**config.mk**
```make
export PLATFORM = sky130hd
export DESIGN_NAME = wdg_top
export DESIGN_NICKNAME = d
export VERILOG_FILES = /design/src/hdl/wdg_pkg.sv /design/src/hdl/wdg_rcosc.sv /design/src/hdl/wdg_top.sv
export VERILOG_INCLUDE_DIRS = /design/src /design/src/hdl
export SDC_FILE = /design/constraint.sdc
export NUM_CORES = 1
export LEC_CHECK = 0
export BUFFER_PORTS_ARGS = -buffer_cell sky130_fd_sc_hd__buf_2
export CORE_MARGIN = 3
export CORE_UTILIZATION = 25
export DETAILED_ROUTE_END_ITERATION = 8
export PLACE_DENSITY = 0.41
export REMOVE_ABC_BUFFERS = 1
export SYNTH_ARGS = -nofsm -noshare
export SYNTH_HDL_FRONTEND = slang
export SYNTH_SLANG_ARGS = --single-unit
```
**constraint.sdc**
```tcl
create_clock -name core_clk -period 2.5 [get_ports core_clk]
set_clock_uncertainty 0.2 [all_clocks]
set_input_delay 0.25 -clock core_clk [delete_from_list [all_inputs] [get_ports core_clk]]
set_output_delay 0.25 -clock core_clk [all_outputs]
set_load 0.03 [all_outputs]
```
**src/hdl/wdg_regs.svh**
```systemverilog
// Register offsets, field positions, reset values and timing counts of the watchdog
`ifndef WDG_REGS_SVH
`define WDG_REGS_SVH

`define WDG_ADDR_W            12
`define WDG_OFF_UPPER         12'hFF1
`define WDG_OFF_MIDDLE        12'hFF2
`define WDG_OFF_LOW           12'hFF3
`define WDG_OFF_CTRL          12'hFF4
`define WDG_OFF_STATUS        12'hFF5
`define WDG_OFF_MASK          12'hFF6

`define WDG_RST_UPPER         8'h00
`define WDG_RST_MIDDLE        8'h04
`define WDG_RST_LOW           8'h00
`define WDG_RST_CTRL          8'h00
`define WDG_RST_MASK          8'h00

`define WDG_CTRL_RESP_BIT     0
`define WDG_CTRL_STOP_OSC_BIT 1
`define WDG_STAT_TIMEOUT_BIT  0

`define WDG_CNT_TERMINAL      24'h000001
`define WDG_CNT_NO_REFRESH    24'h000002
`define WDG_CNT_ZERO          24'h000000

`define WDG_CORE_CLK_HZ       25000000
`define WDG_OSC_HZ            10000
`define WDG_OSC_DIV           (`WDG_CORE_CLK_HZ / `WDG_OSC_HZ)
`define WDG_OSC_CNT_W         12

`endif

```
**src/hdl/wdg_pkg.sv**
```systemverilog
// Types shared by the watchdog modules
package wdg_pkg;

	typedef enum logic [0:0] {
		WDG_RESP_RESET = 1'b0,
		WDG_RESP_IRQ   = 1'b1
	} wdg_resp_t;

	typedef logic [23:0] wdg_count_t;

endpackage

```
**src/hdl/wdg_rcosc.sv**
```systemverilog
// Stand-in for the dedicated watchdog oscillator: a tick at the oscillator rate
`include "wdg_regs.svh"

module wdg_rcosc
	import wdg_pkg::*;
(
	// Clock and reset
	input  wire logic core_clk,
	input  wire logic rst,
	// Control
	input  wire logic run,
	// Oscillator tick, one cycle
	output logic      osc_tick
);

	localparam logic [`WDG_OSC_CNT_W-1:0] DIV_LAST = `WDG_OSC_CNT_W'(`WDG_OSC_DIV - 1);

	logic [`WDG_OSC_CNT_W-1:0] div_r;
	logic [`WDG_OSC_CNT_W-1:0] div_nxt;
	logic                      tick_r;
	logic                      tick_nxt;

	////////////////////////////////////////////////////////////////////////////////
	// Divider; a stopped oscillator simply freezes its phase
	always_comb begin
		div_nxt  = div_r;
		tick_nxt = 1'b0;
		if (run) begin
			if (div_r == DIV_LAST) begin
				div_nxt  = '0;
				tick_nxt = 1'b1;
			end else begin
				div_nxt = div_r + `WDG_OSC_CNT_W'(1);
			end
		end
	end

	always_ff @(posedge core_clk) begin
		if (rst) begin
			div_r  <= '0;
			tick_r <= 1'b0;
		end else begin
			div_r  <= div_nxt;
			tick_r <= tick_nxt;
		end
	end

	assign osc_tick = tick_r;

endmodule

```
**src/hdl/wdg_top.sv**
```systemverilog
// Watchdog timer: 24-bit reloadable down-counter with reset or interrupt response
//
// Behaviour
// - Counter steps only on its own oscillator
// - 24-bit down-counter loaded from three bytes
// - Terminal count fires the response once
// - Only on or off; counts once on
// - Enabled by refresh or always-on option
// - Response selectable: reset or interrupt
// - Upper byte is bits 23 to 16
// - Refresh loads reload value into counter
// - Writes set reload, reads show count
// - Refresh ignored at counts 2 and 1, accepted again after time-out
// - Period in ms is reload over ten
// - Counts in STOP; oscillator if enabled
// - Time-out wakes processor from HALT
// - Reset response gives full system reset, or STOP recovery in STOP
// - Middle byte is bits 15 to 8
`include "wdg_regs.svh"

module wdg_top
	import wdg_pkg::*;
(
	// Clock and reset
	input  wire logic                   core_clk,
	input  wire logic                   rst,
	// Register port
	input  wire logic [`WDG_ADDR_W-1:0] reg_addr,
	input  wire logic [7:0]             reg_wdata,
	input  wire logic                   reg_wr,
	input  wire logic                   reg_rd,
	output logic      [7:0]             reg_rdata,
	// Processor side
	input  wire logic                   refresh_instr,
	input  wire logic                   always_on_option,
	input  wire logic                   halt_mode,
	input  wire logic                   stop_mode,
	// Time-out responses
	output logic                        sys_reset_req,
	output logic                        stop_recover_req,
	output logic                        irq_req,
	output logic                        halt_wake,
	output logic                        irq
);

	logic                 osc_tick;
	logic                 osc_run;

	logic [7:0]           ctrl_r,   ctrl_nxt;
	logic [7:0]           status_r, status_nxt;
	logic [7:0]           mask_r,   mask_nxt;
	logic [7:0]           rdata_r,  rdata_nxt;

	wdg_count_t           count_r,  count_nxt;
	logic                 on_r,     on_nxt;
	logic                 expired_r, expired_nxt;
	logic                 rst_req_r, rst_req_nxt;
	logic                 stop_req_r, stop_req_nxt;
	logic                 irq_req_r, irq_req_nxt;
	logic                 wake_r,   wake_nxt;
	logic                 irq_r,    irq_nxt;

	wire wdg_count_t      reload;
	wdg_resp_t            resp;
	logic                 refresh_ok;
	logic                 timeout;

	// Index 2 is the upper byte, so the packed tables read in bit order
	localparam logic [2:0][`WDG_ADDR_W-1:0] BYTE_OFF = {`WDG_OFF_UPPER, `WDG_OFF_MIDDLE,
		`WDG_OFF_LOW};
	localparam logic [2:0][7:0]              BYTE_RST = {`WDG_RST_UPPER, `WDG_RST_MIDDLE,
		`WDG_RST_LOW};

	////////////////////////////////////////////////////////////////////////////////
	// Oscillator: free in run and HALT, in STOP only when allowed
	assign osc_run = !stop_mode || ctrl_r[`WDG_CTRL_STOP_OSC_BIT];

	wdg_rcosc wdg_rcosc_i (
		.core_clk (core_clk),
		.rst      (rst),
		.run      (osc_run),
		.osc_tick (osc_tick)
	);

	////////////////////////////////////////////////////////////////////////////////
	// Reload value and response select
	assign resp   = wdg_resp_t'(ctrl_r[`WDG_CTRL_RESP_BIT]);

	// Near terminal count the refresh is refused so a runaway loop cannot rescue itself
	assign refresh_ok = refresh_instr &&
		(expired_r || (count_r > `WDG_CNT_NO_REFRESH));

	// Each oscillator tick is 0.1 ms at the typical rate, so reload/10 gives ms
	assign timeout = on_r && !expired_r && osc_tick &&
		(count_r == `WDG_CNT_TERMINAL);

	////////////////////////////////////////////////////////////////////////////////
	// Counter and enable
	always_comb begin
		on_nxt      = on_r;
		count_nxt   = count_r;
		expired_nxt = expired_r;
		// The option is sampled from the first cycle after reset release
		if (always_on_option || refresh_instr) begin
			on_nxt = 1'b1;
		end
		if (refresh_ok) begin
			count_nxt   = reload;
			expired_nxt = 1'b0;
		end else if (timeout) begin
			count_nxt   = `WDG_CNT_ZERO;
			expired_nxt = 1'b1;
		end else if (on_r && !expired_r && osc_tick) begin
			count_nxt = count_r - 24'h000001;
		end
	end

	always_ff @(posedge core_clk) begin
		if (rst) begin
			on_r      <= 1'b0;
			count_r   <= {`WDG_RST_UPPER, `WDG_RST_MIDDLE, `WDG_RST_LOW};
			expired_r <= 1'b0;
		end else begin
			on_r      <= on_nxt;
			count_r   <= count_nxt;
			expired_r <= expired_nxt;
		end
	end

	////////////////////////////////////////////////////////////////////////////////
	// Time-out responses, one cycle each
	always_comb begin
		rst_req_nxt  = timeout && (resp == WDG_RESP_RESET) && !stop_mode;
		stop_req_nxt = timeout && (resp == WDG_RESP_RESET) && stop_mode;
		irq_req_nxt  = timeout && (resp == WDG_RESP_IRQ);
		wake_nxt     = timeout && halt_mode;
	end

	always_ff @(posedge core_clk) begin
		if (rst) begin
			rst_req_r  <= 1'b0;
			stop_req_r <= 1'b0;
			irq_req_r  <= 1'b0;
			wake_r     <= 1'b0;
		end else begin
			rst_req_r  <= rst_req_nxt;
			stop_req_r <= stop_req_nxt;
			irq_req_r  <= irq_req_nxt;
			wake_r     <= wake_nxt;
		end
	end

	////////////////////////////////////////////////////////////////////////////////
	// Reload bytes, one per entry; each is written alone, with no staging latch
	for (genvar b = 0; b < 3; b++) begin : g_reload
		logic [7:0] byte_r;
		logic [7:0] byte_nxt;

		always_comb begin
			byte_nxt = byte_r;
			if (reg_wr && (reg_addr == BYTE_OFF[b])) begin
				byte_nxt = reg_wdata;
			end
		end

		always_ff @(posedge core_clk) begin
			if (rst) begin
				byte_r <= BYTE_RST[b];
			end else begin
				byte_r <= byte_nxt;
			end
		end

		assign reload[8*b +: 8] = byte_r;
	end

	////////////////////////////////////////////////////////////////////////////////
	// Control and mask; unused bits are held at zero
	always_comb begin
		ctrl_nxt = ctrl_r;
		mask_nxt = mask_r;
		if (reg_wr && (reg_addr == `WDG_OFF_CTRL)) begin
			ctrl_nxt = reg_wdata & 8'h03;
		end
		if (reg_wr && (reg_addr == `WDG_OFF_MASK)) begin
			mask_nxt = reg_wdata & 8'h01;
		end
	end

	always_ff @(posedge core_clk) begin
		if (rst) begin
			ctrl_r <= `WDG_RST_CTRL;
			mask_r <= `WDG_RST_MASK;
		end else begin
			ctrl_r <= ctrl_nxt;
			mask_r <= mask_nxt;
		end
	end

	////////////////////////////////////////////////////////////////////////////////
	// Status and interrupt level
	always_comb begin
		status_nxt = status_r;
		if (reg_wr && (reg_addr == `WDG_OFF_STATUS)) begin
			status_nxt = status_r & ~(reg_wdata & 8'h01);
		end
		// Set after clear, so an event in the clearing cycle survives
		if (timeout) begin
			status_nxt[`WDG_STAT_TIMEOUT_BIT] = 1'b1;
		end
		irq_nxt = |(status_nxt & mask_nxt);
	end

	always_ff @(posedge core_clk) begin
		if (rst) begin
			status_r <= 8'h00;
			irq_r    <= 1'b0;
		end else begin
			status_r <= status_nxt;
			irq_r    <= irq_nxt;
		end
	end

	////////////////////////////////////////////////////////////////////////////////
	// Read data: one cycle after the strobe, zero otherwise
	always_comb begin
		rdata_nxt = 8'h00;
		if (reg_rd) begin
			unique case (reg_addr)
				`WDG_OFF_UPPER:  rdata_nxt = count_r[23:16];
				`WDG_OFF_MIDDLE: rdata_nxt = count_r[15:8];
				`WDG_OFF_LOW:    rdata_nxt = count_r[7:0];
				`WDG_OFF_CTRL:   rdata_nxt = ctrl_r;
				`WDG_OFF_STATUS: rdata_nxt = status_r;
				`WDG_OFF_MASK:   rdata_nxt = mask_r;
				default:         rdata_nxt = 8'h00;
			endcase
		end
	end

	always_ff @(posedge core_clk) begin
		if (rst) begin
			rdata_r <= 8'h00;
		end else begin
			rdata_r <= rdata_nxt;
		end
	end

	////////////////////////////////////////////////////////////////////////////////
	// Outputs
	assign reg_rdata        = rdata_r;
	assign sys_reset_req    = rst_req_r;
	assign stop_recover_req = stop_req_r;
	assign irq_req          = irq_req_r;
	assign halt_wake        = wake_r;
	assign irq              = irq_r;

endmodule

```
==> impl_metrics.ini <==
[setup_path]
crit_path_start = count_r[5]$_SDFFE_PP0P_
cp_top_family = simple AND/OR/NAND/NOR gates
cp-end-kind = flop
crit_fanout = 8
worstReg2RegStart = count_r[5]$_SDFFE_PP0P_
cp.arrival_ns = 2.33
crit_chain = or4_1 > nor4_1 > buf_4 > a22oi_1 > o21ai_0 > a31oi_1
critPathSlowestCell = or4_1
critPathBufInv = 1
cp_data_required_time_ns = 2.53
critPathKind = flop to flop
slowest_delay_ns = 0.66
setup.worst_path.start_class = flop

[timing]
min_period_ns = 2.30
worst_pin_slew_ns = 0.534
post-route-period-util_pct = 92.2
slew_headroom_pct = 64.3
drv_slew = 0
setup_ws_ns = 0.196
hold_slack_ns = 0.0440
setup_violations = 0
rsz0062_at_grt = no
max_freq_mhz = 434
hold_viol = 0

[global_routing]
grt_pass1_wl_um = 18800
antenna_found_initial = 0
grtUsageTotal_pct = 13.6
grt_start_max_net_pins = 40
grt_overflow = 0
grt_pass1_vias = 3419

[power]
finalPower_mw = 3.19
power_density_nw_per_um2 = 643
power.leakage_nw = 1.80
irDropWorstVdd_mv = 0.312

[min_path]
hp-start = reg_wdata[0]
min_path_type = primary input to flop

[die]
die_area_um2 = 17300
ios = 41
start_util_pct = 25.7
rows = 45
die_x_um = 131
core_um2 = 15300
die_h_um = 131

[routing]
first_iter_violations = 223
viasPerCell = 4.92
wire_per_inst_um = 15.9
firstDrtPassIters = 4
drc_errors = 0
drt-total-wl_um = 11600
dr_total_vias = 3591
ant_nets = 0

[finish]
fin_nets = 546
fin_cells = 730
register_area_um2 = 1600
syn2layout_area_growth_pct = 26.2
fill_cells = 1683
post-route-util_pct = 32.4
multiInputGateArea_um2 = 2190
n_antenna_cell = 0
final_layout_size_suffix_gt1_share_pct = 19.8

[clock_network]
cts.sinks = 80
cts_buffers = 9
clk_pin_slew_ns = 0.07
cts_max_level = 3
worstSkewPairLatency_ns = 0.35
ctsLongestPathBuffers = 2
cts_tree = yes
cts_root_buf = clkbuf_16

[synthesis]
syn-cell-area_um2 = 3930
synth_top_area_share_pct = 40.7
syn_inst = 456
synthDominantAreaCellType = dfxtp_1
yosysWarnings = 0
ys_ff_latch = 80
synth_area_per_cell_um2 = 8.63
synth_ff_type = dfxtp_1
ys_types = 53
yosysSeqAreaShare_pct = 40.7
synth_area_leaders = dfxtp_1, mux2i_1, nor2_1
async_flop_share_pct = 0
synth_edf_count = 0

[job]
drv_cap = 0

[placement]
gp_congestion = 0.869
hpwl_um = 8380
dp_cells = 702
dpl_worst_slack_ns = 0.0997
port_buffers = 40

[status]
status = finished clean
==> path summary, 6_finish.rpt <==
kind | to | slack, ns | cells after the start
hold reg to reg | g_reload[2].byte_r[7]$_SDFFE_PP0P_ | 0.29 | 2
hold / removal | ctrl_r[0]$_SDFFE_PP0P_ | 0.04 | 3
setup reg to reg | count_r[13]$_SDFFE_PP0P_ | 0.20 | 6
setup / recovery | count_r[13]$_SDFFE_PP0P_ | 0.20 | 6
==> final cells by class <==
cell class,count,share of cell area [%]
well taps,211,5.32
multi-input cells,336,44.2
clock inverters,6,2.34
clock buffers,10,4.61
inverters,9,0.680
flip-flops and latches,80,32.3
repair buffers,78,10.6
==> cells in the final DEF, fill, tap and decap left out, types with 4 or more instances in the layout <==
master,netlist,final
dlygate4sd3_1,0,12
nand4_1,7,7
and3_1,5,5
xnor2_1,5,5
nand3_1,14,14
nand2_1,16,16
nand2b_1,4,4
a211oi_1,4,4
inv_1,9,9
mux2_2,7,7
mux2i_1,32,32
nor2_1,73,73
a21oi_1,13,13
xor2_1,6,6
nor3_1,14,14
nor4_1,11,10
dfxtp_1,80,80
a31oi_1,15,15
buf_2,12,40
ha_1,4,4
or3_1,4,4
o21ai_0,33,33
nor3b_1,5,5
nand3b_1,5,5
buf_4,1,25
clkbuf_16,0,9
a22oi_1,14,14
==> timing repair <==
action | 4_1_cts | 5_1_grt
resized for setup | 0 | 3
hold endpoints to repair | 26 | 0
endpoints found under the setup margin | 0 | 4
hold buffers | 12 | 0
setup buffers | 0 | 0
==> synth_stat cells, types with 6 or more instances <==
cell / n
a21oi_1: 13
mux2i_1: 32
nand2_1: 16
o21ai_0: 33
nand4_1: 7
buf_2: 12
nor4_1: 11
nor4b_1: 6
clkbuf_1: 17
nor3_1: 14
dfxtp_1: 80
xor2_1: 6
nand3_1: 14
mux2_2: 7
a31oi_1: 15
inv_1: 9
a22oi_1: 14
nor2_1: 73
==> worst register-to-register path: cells and delay by family, from the launching register on <==
family                 cells  cell delay [ns]
buffers and inverters      1             0.20
AND/OR/NAND/NOR            2             1.09
flip-flops                 1             0.39
AO/OA/AOI/OAI              3             0.31
==> cell families after synthesis <==
group / synth area share, %
AND/OR/NAND/NOR: 26.1
AO/OA/AOI/OAI: 15.1
flip-flops: 40.7
buffers and inverters: 4.29
multiplexers: 10.1
XOR/XNOR: 2.45
adder cells (fa/ha/maj): 1.27
==> power breakdown <==
part / internal, mW / total [mW] / switching (mW)
registers: 1.30 / 1.33 / 0.0335
logic: 0.135 / 0.320 / 0.186
clock network: 0.983 / 1.54 / 0.557
total: 2.42 / 3.19 / 0.776
==> routing by layer <==
layer	global-route usage [%]	vias up	wire length, um
met5	0	-	0
li1	-	1766	-
met1	18.9	1722	5590
met4	5.48	0	275
met2	19.9	86	5130
met3	3.75	17	640
==> sequential cells by signal, summed over array words and instances (netlist names), 2 cells and up <==
name	count
count_r	24
g_reload.byte_r	24
wdg_rcosc_i.div_r	12
ctrl_r	2
reg_rdata	8
==> per-stage QoR <==
stage,instance area [um2],TNS [ns]
floorplan,3800,-11.41
global placement,4480,0
detailed placement,4480,0
CTS,4950,0
global route,4960,0
finish,4960,0
(Power assumes the default switching activity.)
